### src/inc/ptsio_map.svh
// register map, field positions, reset values and timing counts
// of the pulse-train servo i/o block; definitions only
`ifndef PTSIO_MAP_SVH
`define PTSIO_MAP_SVH
`define PTSIO_CLK_NS 8
`define PTSIO_LD_MIN_NS 2000
`define PTSIO_OC_MIN_NS 10000
`define PTSIO_LD_MIN_CYC ((`PTSIO_LD_MIN_NS+`PTSIO_CLK_NS-1)/`PTSIO_CLK_NS)
`define PTSIO_OC_MIN_CYC ((`PTSIO_OC_MIN_NS+`PTSIO_CLK_NS-1)/`PTSIO_CLK_NS)
`define PTSIO_A_CTRL 8'h00
`define PTSIO_A_TOL 8'h04
`define PTSIO_A_DEVLIM 8'h08
`define PTSIO_A_SPDLIM 8'h0C
`define PTSIO_A_DEV 8'h10
`define PTSIO_A_STAT 8'h14
`define PTSIO_A_UNIT 8'h18
`define PTSIO_CTRL_LD 2
`define PTSIO_RST_CTRL 3'h0
`define PTSIO_RST_TOL 16'h000A
`define PTSIO_RST_DEVLIM 16'h1000
`define PTSIO_RST_SPDLIM 16'h0000
`define PTSIO_RST_UNIT 4'h0
`define PTSIO_ALM_DEV 0
`define PTSIO_ALM_SPD 1
`define PTSIO_ALM_FRQ 2
`define PTSIO_ALM_EXT 3
`define PTSIO_ALM_LSB 8
`define PTSIO_IVL_MAX 16'hFFFF
`endif

### src/inc/ptsio_pkg.sv
// types shared by the pulse-train servo i/o block
// assumes nothing of its surroundings
package ptsio_pkg;
  typedef enum logic [1:0] {form_quad, form_psign, form_cwccw} ptsio_form_t;
  typedef enum logic [1:0] {home_idle, home_search, home_done} ptsio_home_t;
endpackage

### src/hw/ptsio_top.sv
// discrete i/o logic of a single-axis pulse-train servo driver
// assumes an ahb-lite master on hclk; pins are asynchronous;
// home_found, motor_ready, fb_step and fb_dir come from hclk logic
//
// Contract
// - decode quadrature, pulse plus sign or cw/ccw per the configured form.
// - search home while home_request and servo_state_out are both on, and abort once either drops.
// - energize the motor while the enable input is on and no alarm is latched, else not.
// - raise homing_done once the home search has finished.
// - raise in_position while the deviation count lies within tolerance.
// - hold fault_n high when healthy and drop it on any alarm.
// - raise servo_state_out while the motor is really servo-on.
// - hold a 4-bit unit number for a chain of up to 16; it gates no register access.
// - raise an alarm on deviation, speed overrun or frequency overrun.
`timescale 1ns/1ps
`include "ptsio_map.svh"
module ptsio_top (
  input wire logic hclk,
  input wire logic hresetn,
  input wire logic hsel,
  input wire logic [31:0] haddr,
  input wire logic [1:0] htrans,
  input wire logic hwrite,
  input wire logic [2:0] hsize,
  input wire logic [31:0] hwdata,
  input wire logic hready,
  output logic [31:0] hrdata,
  output logic hreadyout,
  output logic hresp,
  input wire logic cmd_pulse_in_a,
  input wire logic cmd_pulse_in_b,
  input wire logic cmd_direction_in_a,
  input wire logic cmd_direction_in_b,
  input wire logic home_request,
  input wire logic motor_enable_in_alt,
  input wire logic alarm_reset_in,
  input wire logic ext_fault_in,
  input wire logic home_found,
  input wire logic motor_ready,
  input wire logic fb_step,
  input wire logic fb_dir,
  output logic homing_done,
  output logic homing_active,
  output logic in_position,
  output logic fault_n,
  output logic servo_state_out,
  output logic motor_energize
);

  ////////////////////////////////////////////////////////////////////////
  // pin synchronisers: s1 feeds only s2
  logic [7:0] s1_r;
  logic [7:0] s2_r;
  logic [7:0] pins;
  assign pins = {ext_fault_in, alarm_reset_in, motor_enable_in_alt,
                 home_request, cmd_direction_in_b, cmd_direction_in_a,
                 cmd_pulse_in_b, cmd_pulse_in_a};
  always_ff @(posedge hclk or negedge hresetn) begin
    if (!hresetn) begin
      s1_r <= 8'h00;
      s2_r <= 8'h00;
    end else begin
      s1_r <= pins;
      s2_r <= s1_r;
    end
  end
  logic home_s, en_s, rst_s, ext_s;
  assign home_s = s2_r[4];
  assign en_s = s2_r[5];
  assign rst_s = s2_r[6];
  assign ext_s = s2_r[7];

  ////////////////////////////////////////////////////////////////////////
  // registers
  logic [2:0] ctrl_r, ctrl_nxt;
  logic [15:0] tol_r, tol_nxt, devlim_r, devlim_nxt, spdlim_r, spdlim_nxt;
  logic [3:0] unit_r, unit_nxt;
  logic [15:0] dev_r, dev_nxt, ivl_r, ivl_nxt;
  logic [1:0] prv_r, prv_nxt;
  logic [3:0] alm_r, alm_nxt;
  logic [31:0] hrdata_nxt;
  logic wr_pend_r, wr_pend_nxt;
  logic [7:0] wa_r, wa_nxt;
  ptsio_pkg::ptsio_home_t hst_r, hst_nxt;
  logic done_nxt, act_nxt, inpos_nxt, fault_nxt, srv_nxt, ener_nxt;

  ////////////////////////////////////////////////////////////////////////
  // command decode and deviation counter
  logic pul, dirv, ld;
  logic cmd_up, cmd_dn, cmd_step;
  logic [15:0] dev_abs, min_cyc;
  ptsio_pkg::ptsio_form_t form;
  assign form = ptsio_pkg::ptsio_form_t'(ctrl_r[1:0]);
  assign ld = ctrl_r[`PTSIO_CTRL_LD];
  assign pul = ld ? s2_r[0] : s2_r[1];
  assign dirv = ld ? s2_r[2] : s2_r[3];
  assign min_cyc = ld ? 16'(`PTSIO_LD_MIN_CYC) : 16'(`PTSIO_OC_MIN_CYC);
  assign cmd_step = cmd_up | cmd_dn;
  assign dev_abs = dev_r[15] ? 16'(-dev_r) : dev_r;

  always_comb begin
    cmd_up = 1'b0;
    cmd_dn = 1'b0;
    case (form)
      ptsio_pkg::form_quad: begin
        if ((pul ^ prv_r[0]) ^ (dirv ^ prv_r[1])) begin
          cmd_up = ~(prv_r[0] ^ dirv);
          cmd_dn = prv_r[0] ^ dirv;
        end
      end
      ptsio_pkg::form_psign: begin
        cmd_up = pul & ~prv_r[0] & dirv;
        cmd_dn = pul & ~prv_r[0] & ~dirv;
      end
      ptsio_pkg::form_cwccw: begin
        cmd_up = pul & ~prv_r[0] & ~(dirv & ~prv_r[1]);
        cmd_dn = dirv & ~prv_r[1] & ~(pul & ~prv_r[0]);
      end
      default: begin
        cmd_up = 1'b0;
        cmd_dn = 1'b0;
      end
    endcase
    prv_nxt = {dirv, pul};
    dev_nxt = dev_r;
    if (cmd_up) dev_nxt = dev_nxt + 16'h0001;
    if (cmd_dn) dev_nxt = dev_nxt - 16'h0001;
    if (fb_step && !fb_dir) dev_nxt = dev_nxt - 16'h0001;
    if (fb_step && fb_dir) dev_nxt = dev_nxt + 16'h0001;
    if (cmd_step) ivl_nxt = 16'h0000;
    else if (ivl_r != `PTSIO_IVL_MAX) ivl_nxt = ivl_r + 16'h0001;
    else ivl_nxt = ivl_r;
    inpos_nxt = dev_abs <= tol_r;
  end

  always_ff @(posedge hclk or negedge hresetn) begin
    if (!hresetn) begin
      prv_r <= 2'h0;
      dev_r <= 16'h0000;
      ivl_r <= `PTSIO_IVL_MAX;
      in_position <= 1'b0;
    end else begin
      prv_r <= prv_nxt;
      dev_r <= dev_nxt;
      ivl_r <= ivl_nxt;
      in_position <= inpos_nxt;
    end
  end

  ////////////////////////////////////////////////////////////////////////
  // alarm latch; a new cause beats a clear in the same cycle
  logic [3:0] cause;
  always_comb begin
    cause = 4'h0;
    cause[`PTSIO_ALM_DEV] = dev_abs > devlim_r;
    cause[`PTSIO_ALM_SPD] = cmd_step && spdlim_r != 16'h0000 &&
                            ivl_r < spdlim_r;
    cause[`PTSIO_ALM_FRQ] = cmd_step && ivl_r < min_cyc;
    cause[`PTSIO_ALM_EXT] = ext_s;
    if (rst_s && cause == 4'h0) alm_nxt = 4'h0;
    else alm_nxt = alm_r | cause;
    fault_nxt = ~|alm_nxt;
  end

  always_ff @(posedge hclk or negedge hresetn) begin
    if (!hresetn) begin
      alm_r <= 4'h0;
      fault_n <= 1'b1;
    end else begin
      alm_r <= alm_nxt;
      fault_n <= fault_nxt;
    end
  end

  ////////////////////////////////////////////////////////////////////////
  // servo and home search
  always_comb begin
    // energize follows enable; an alarm also drops it
    ener_nxt = en_s & ~|alm_r;
    // servo-on only once the stage reports ready
    srv_nxt = motor_energize & motor_ready & ener_nxt;
    hst_nxt = hst_r;
    case (hst_r)
      ptsio_pkg::home_idle: begin
        if (home_s && servo_state_out) hst_nxt = ptsio_pkg::home_search;
      end
      ptsio_pkg::home_search: begin
        // abort on release or servo loss
        if (!home_s || !servo_state_out) hst_nxt = ptsio_pkg::home_idle;
        else if (home_found) hst_nxt = ptsio_pkg::home_done;
      end
      ptsio_pkg::home_done: begin
        if (!servo_state_out) hst_nxt = ptsio_pkg::home_idle;
      end
      default: hst_nxt = ptsio_pkg::home_idle;
    endcase
    done_nxt = hst_nxt == ptsio_pkg::home_done;
    act_nxt = hst_nxt == ptsio_pkg::home_search;
  end

  always_ff @(posedge hclk or negedge hresetn) begin
    if (!hresetn) begin
      hst_r <= ptsio_pkg::home_idle;
      homing_done <= 1'b0;
      homing_active <= 1'b0;
      motor_energize <= 1'b0;
      servo_state_out <= 1'b0;
    end else begin
      hst_r <= hst_nxt;
      homing_done <= done_nxt;
      homing_active <= act_nxt;
      motor_energize <= ener_nxt;
      servo_state_out <= srv_nxt;
    end
  end

  ////////////////////////////////////////////////////////////////////////
  // ahb-lite slave, zero wait; reads see this cycle's write
  logic take, mapped;
  logic [7:0] ra;
  assign take = hsel & htrans[1] & hready;
  assign ra = haddr[7:0];
  assign mapped = haddr[31:8] == 24'h000000;
  always_comb begin
    ctrl_nxt = ctrl_r;
    tol_nxt = tol_r;
    devlim_nxt = devlim_r;
    spdlim_nxt = spdlim_r;
    unit_nxt = unit_r;
    if (wr_pend_r) begin
      case (wa_r)
        `PTSIO_A_CTRL: ctrl_nxt = hwdata[2:0];
        `PTSIO_A_TOL: tol_nxt = hwdata[15:0];
        `PTSIO_A_DEVLIM: devlim_nxt = hwdata[15:0];
        `PTSIO_A_SPDLIM: spdlim_nxt = hwdata[15:0];
        `PTSIO_A_UNIT: unit_nxt = hwdata[3:0];
        default: ctrl_nxt = ctrl_r;
      endcase
    end
    wr_pend_nxt = take & hwrite & mapped;
    wa_nxt = ra;
    hrdata_nxt = 32'h00000000;
    if (take && !hwrite && mapped) begin
      case (ra)
        `PTSIO_A_CTRL: hrdata_nxt = {29'h0, ctrl_nxt};
        `PTSIO_A_TOL: hrdata_nxt = {16'h0, tol_nxt};
        `PTSIO_A_DEVLIM: hrdata_nxt = {16'h0, devlim_nxt};
        `PTSIO_A_SPDLIM: hrdata_nxt = {16'h0, spdlim_nxt};
        `PTSIO_A_DEV: hrdata_nxt = {16'h0, dev_r};
        `PTSIO_A_STAT: hrdata_nxt = {20'h0, alm_r, 3'h0, homing_active,
          in_position, homing_done, servo_state_out, fault_n};
        `PTSIO_A_UNIT: hrdata_nxt = {28'h0, unit_nxt};
        default: hrdata_nxt = 32'h00000000;
      endcase
    end
  end

  always_ff @(posedge hclk or negedge hresetn) begin
    if (!hresetn) begin
      ctrl_r <= `PTSIO_RST_CTRL;
      tol_r <= `PTSIO_RST_TOL;
      devlim_r <= `PTSIO_RST_DEVLIM;
      spdlim_r <= `PTSIO_RST_SPDLIM;
      unit_r <= `PTSIO_RST_UNIT;
      wr_pend_r <= 1'b0;
      wa_r <= 8'h00;
      hrdata <= 32'h00000000;
      hreadyout <= 1'b0;
      hresp <= 1'b0;
    end else begin
      ctrl_r <= ctrl_nxt;
      tol_r <= tol_nxt;
      devlim_r <= devlim_nxt;
      spdlim_r <= spdlim_nxt;
      unit_r <= unit_nxt;
      wr_pend_r <= wr_pend_nxt;
      wa_r <= wa_nxt;
      hrdata <= hrdata_nxt;
      hreadyout <= 1'b1;
      hresp <= 1'b0;
    end
  end

  ////////////////////////////////////////////////////////////////////////
  // checks
  psign_step_a: assert property (@(posedge hclk) disable iff (!hresetn)
    form == ptsio_pkg::form_psign && pul && !prv_r[0] && dirv && !fb_step
    |=> dev_r == $past(dev_r) + 16'h0001)
    else $error("pulse/sign step not counted up");
  home_abort_a: assert property (@(posedge hclk) disable iff (!hresetn)
    homing_active && !home_s |=> !homing_active ##1 !homing_done)
    else $error("home search not aborted");
  energize_off_a: assert property (@(posedge hclk) disable iff (!hresetn)
    !en_s |=> !motor_energize)
    else $error("motor energized without enable");
  home_done_a: assert property (@(posedge hclk) disable iff (!hresetn)
    homing_active && home_found && home_s && servo_state_out
    |=> homing_done && !homing_active)
    else $error("homing done not raised");
  inpos_out_a: assert property (@(posedge hclk) disable iff (!hresetn)
    dev_abs > tol_r |=> !in_position)
    else $error("in position outside tolerance");
  fault_drop_a: assert property (@(posedge hclk) disable iff (!hresetn)
    cause != 4'h0 |=> !fault_n && (alm_r & $past(cause)) == $past(cause))
    else $error("fault output not dropped");
  servo_state_a: assert property (@(posedge hclk) disable iff (!hresetn)
    servo_state_out |-> $past(motor_energize) && motor_energize)
    else $error("servo state without energized motor");
  freq_over_a: assert property (@(posedge hclk) disable iff (!hresetn)
    cmd_step && ivl_r < min_cyc
    |=> alm_r[`PTSIO_ALM_FRQ] ##1 !motor_energize)
    else $error("pulse frequency overrun missed");
  alarm_clear_a: assert property (@(posedge hclk) disable iff (!hresetn)
    rst_s && cause == 4'h0 && alm_r != 4'h0 |=> alm_r == 4'h0 && fault_n)
    else $error("alarm not cleared");

endmodule

### config.mk
export PLATFORM = sky130hd
export DESIGN_NAME = ptsio_top
export DESIGN_NICKNAME = d
export VERILOG_FILES = /design/src/inc/ptsio_pkg.sv /design/src/hw/ptsio_top.sv
export VERILOG_INCLUDE_DIRS = /design/src /design/src/inc
export SDC_FILE = /design/constraint.sdc
export NUM_CORES = 1
export LEC_CHECK = 0
export CAP_MARGIN = 0
export CORE_ASPECT_RATIO = 2
export CORE_MARGIN = 2
export CORE_UTILIZATION = 55
export CTS_CLUSTER_DIAMETER = 100
export CTS_CLUSTER_SIZE = 24
export DETAILED_ROUTE_END_ITERATION = 8
export DONT_BUFFER_PORTS = 1
export PLACE_DENSITY = 0.77
export SLEW_MARGIN = 20
export SYNTH_ARGS = -nofsm -noshare
export SYNTH_HDL_FRONTEND = slang
export SYNTH_SLANG_ARGS = --single-unit
### constraint.sdc
create_clock -name hclk -period 6.05 [get_ports hclk]
set_input_delay 0.9075 -clock hclk [delete_from_list [all_inputs] [get_ports hclk]]
set_output_delay 0.9075 -clock hclk [all_outputs]
set_load 0.05 [all_outputs]
==> out/results.md <==
- complete, no violations — run status
- in2async — path type of the worst min-delay path
- 16300 sq um — Core Footprint
- 921 ps — worst-margin pin slew
- 3600 sq um — Sequential Area
- 292 nW/um^2 — Pwr Density
- reg2reg — category of the critical setup timing path
- 4.45 nW — leakage power total
- 5 — first-pass detailed-route iteration total
- 100% — asr flop ratio synth
- 7364 — total number of vias
- flip-flop — category of the worst setup path capture point
- 0 — Routed Antenna Nets
- 9890 sq um — final design area excluding fillers
- 0 — number of port buffers
- 95.2 um — Die X
- 1153 — placed cell count
- 33.6% — share of Yosys cell area claimed by the top area cell type
- 27.8% — total global routing track utilization
- 6410 ps — data required time at the worst endpoint
- 7 — crit-path max FO
- 20.0 um — drt wl/cell
- 9260 sq um — post-detailed-placement cell area
- 17 — clock buffers created by TritonCTS
- 7566 — number of global-route vias before repair
- 5060 sq um — area occupied by multi-input gates
- 185 MHz — Peak Freq
- 77 — unique cell type count in the Yosys netlist
- 39.4% — part of the Yosys area used for sequential elements
- yes — CTS tree
- 0 — drc violations
- 0 — number of maximum-capacitance violations
- 144 — largest net degree at the start of global routing
- 0 — PostCTS Resize Cnt
- 186 um — die height
- 1339 — Fill cells
- flip-flop — startpoint type of the worst setup path
- 0 — Final setup viols
- 0.191 mV — Max IR drop VDD
- 60 ps — clock transition at the registers of the reported paths
- dfrtp_1 34%, ha_1 8.5%, dfstp_2 5.7%, xnor2_1 4.3%, nand2_1 3.6% — largest cells by area after synthesis
- 0 — Post CTS Setup Buffer Count
- 6.21 — Avg Vias per Cell
- 0.921 — last weighted congestion value of the routability-driven placer
- 0 — number of antenna violations at the first check in global routing
- 9150 sq um — total standard cell area after synthesis
- 17700 sq um — floorplan die area
- clkbuf_16 — clock root cell
- 89.5% — post-route clock period utilization
- 0 — total count of max-transition violations in the final report
- 38.4% — max-slew headroom at the worst pin
- 4 — number of H-tree levels
- 0 — grt ovf
- dfrtp_1 — largest area contributor in the synthesized netlist
- 143 — Sinks on Clock Net
- 126 — top-level I/O count
- dfrtp_1 — most common flop cell mapped by yosys
- 2 — largest buffer count on any clock path
- 0 — number of hold-repair buffers added at the cts stage
- 0 — count of final hold-check violations
- 38000 um — wire length of the first global-routing pass
- 0 — Post-synth EDFFs
- 8.11% — P&R area growth vs syn
- 56.3% — initial core utilization
- 5770 ps — crit path DAT
- 17400 um — HPWL Detailed
- 10.3% — fraction of layout instances using a drive strength above 1
- 9.35 sq um — average footprint of a synthesized cell
- 0 ps — aggregate negative setup slack
- 5410 ps — final critical-path required period
- false — RSZ-0062 raised after global routing
- 1185 — post-layout instance count excluding filler cells
- 520 — Initial DRC Count
- 0 — count of warnings emitted by yosys
- 979 — cells after synthesis
- 1116 — count of nets after finishing
- 23700 um — Detailed Route WL
- 2.89 mW — PnR Total Power
- 440 ps — Skew-Pair Late Insertion Delay
- 9.43 ps — worst clock skew
- 66 — Rows
- 143 — post-synthesis register bit count
- 0 — diodes inserted
[where the power goes]
group,switching (mW),internal [mW],leakage (nW)
registers,0.124,1.01,1.63
clock network,0.449,0.698,0.303
logic,0.354,0.254,2.52
total,0.927,1.96,4.45
[path summary, 6_finish.rpt]
path / start / slack [ps] / cells after the start / endpoint
max in group asynchronous: hresetn / 5550 / 0 / ivl_r[5]$_DFFE_PN1P_
hold reg to reg: s1_r[0]$_DFF_PN0_ / 350 / 0 / s2_r[0]$_DFF_PN0_
setup / recovery: ctrl_r[2]$_DFF_PN0_ / 640 / 19 / dev_r[12]$_DFF_PN0_
min in group hclk: s1_r[0]$_DFF_PN0_ / 350 / 0 / s2_r[0]$_DFF_PN0_
hold / removal: hresetn / 170 / 0 / wa_r[5]$_DFF_PN0_
setup reg to reg: ctrl_r[2]$_DFF_PN0_ / 640 / 19 / dev_r[12]$_DFF_PN0_
[metal layers]
metal  up-vias  global-route usage, %  wire length [um]
li1       3397                      -                 -
met1      3607                   29.5              8390
met2       274                   50.0             13200
met3        86                   4.16               890
met4         0                   16.2              1280
met5         -                      0                 0
[cell type report]
type | count | share of cell area (%)
Timing Repair Buffer | 6 | 0.455
Inverter | 79 | 3.00
Tap cell | 204 | 2.58
Clock inverter | 14 | 2.07
Sequential cell | 143 | 36.4
Multi-Input combinational cell | 721 | 51.1
Clock buffer | 18 | 4.34
[state kept, by name (all words and copies together), names as in the netlist]
name and cells:
alm_r 4, ctrl_r 3, dev_r 16, devlim_r 16, fault_n 1, homing_active 1, homing_done 1, hrdata 16
hreadyout 1, hst_r 2, in_position 1, ivl_r 16, motor_energize 1, prv_r 2, s1_r 8, s2_r 8
servo_state_out 1, spdlim_r 16, tol_r 16, unit_r 4, wa_r 8, wr_pend_r 1
[cells in the final DEF, fill, tap and decap left out, drive strengths merged, types with 23 or more instances in the layout]
master,n
nor2,53
a21oi,26
nor3,23
nor2b,27
inv,84
xnor2,47
o21ai,65
nand2,88
dfrtp,123
ha,62
[worst max-delay path, cell delays in order, from the launching register on]
cell     delay, ps
dfrtp_1        580
mux2i_4        480
inv_1          110
ha_1           330
xnor2_1        230
or3_1          390
o22ai_1        400
a21oi_1        140
ha_1           290
and2_1         140
or2_2          340
ha_1           310
mux2i_1        180
ha_1           190
nand3_1        140
nor4b_1        330
buf_4          190
a21oi_1         60
o32ai_1        320
xor2_1         170
[synth_stat cells (5+ instances only)]
cell / n
nor4_1: 21
a221oi_1: 7
nor3_1: 23
a21boi_0: 9
and3_1: 10
xnor2_1: 45
o31ai_1: 5
o21ai_0: 64
nand3_1: 18
a211oi_1: 8
a21o_1: 13
a21oi_1: 26
mux2i_1: 16
buf_4: 17
and2_1: 15
nand3b_1: 5
or2_2: 5
ha_1: 62
or3_1: 9
nand2b_1: 18
nor2_1: 53
clkbuf_1: 27
o22ai_1: 7
dfstp_2: 20
a22o_1: 6
xor2_1: 20
mux2_2: 18
inv_1: 79
nand4_1: 20
nor2b_1: 27
nand2_1: 88
dfrtp_1: 123
o21a_1: 10
[metrics by stage]
stage          setup slack, ps  utilization, %  hold WS [ps]
6_report                   635            60.8           165
2_1_floorplan             1300               -           331
3_5_place_dp               682            56.9           336
4_1_cts                    647            60.8           160
5_1_grt                    171            60.8           158
3_3_place_gp               781            56.9           333
[logic make-up after synthesis]
| logic type | after synthesis | synth area share, % |
|---|---|---|
| AO/OA/AOI/OAI | 201 | 15.4 |
| adder cells (fa/ha/maj) | 62 | 8.48 |
| buffers and inverters | 131 | 6.15 |
| AND/OR/NAND/NOR | 336 | 19.3 |
| XOR/XNOR | 69 | 7.00 |
| flip-flops | 143 | 39.4 |
| other | 2 | 0.0821 |
| multiplexers | 35 | 4.21 |
Power figures use the tool's default switching activity.
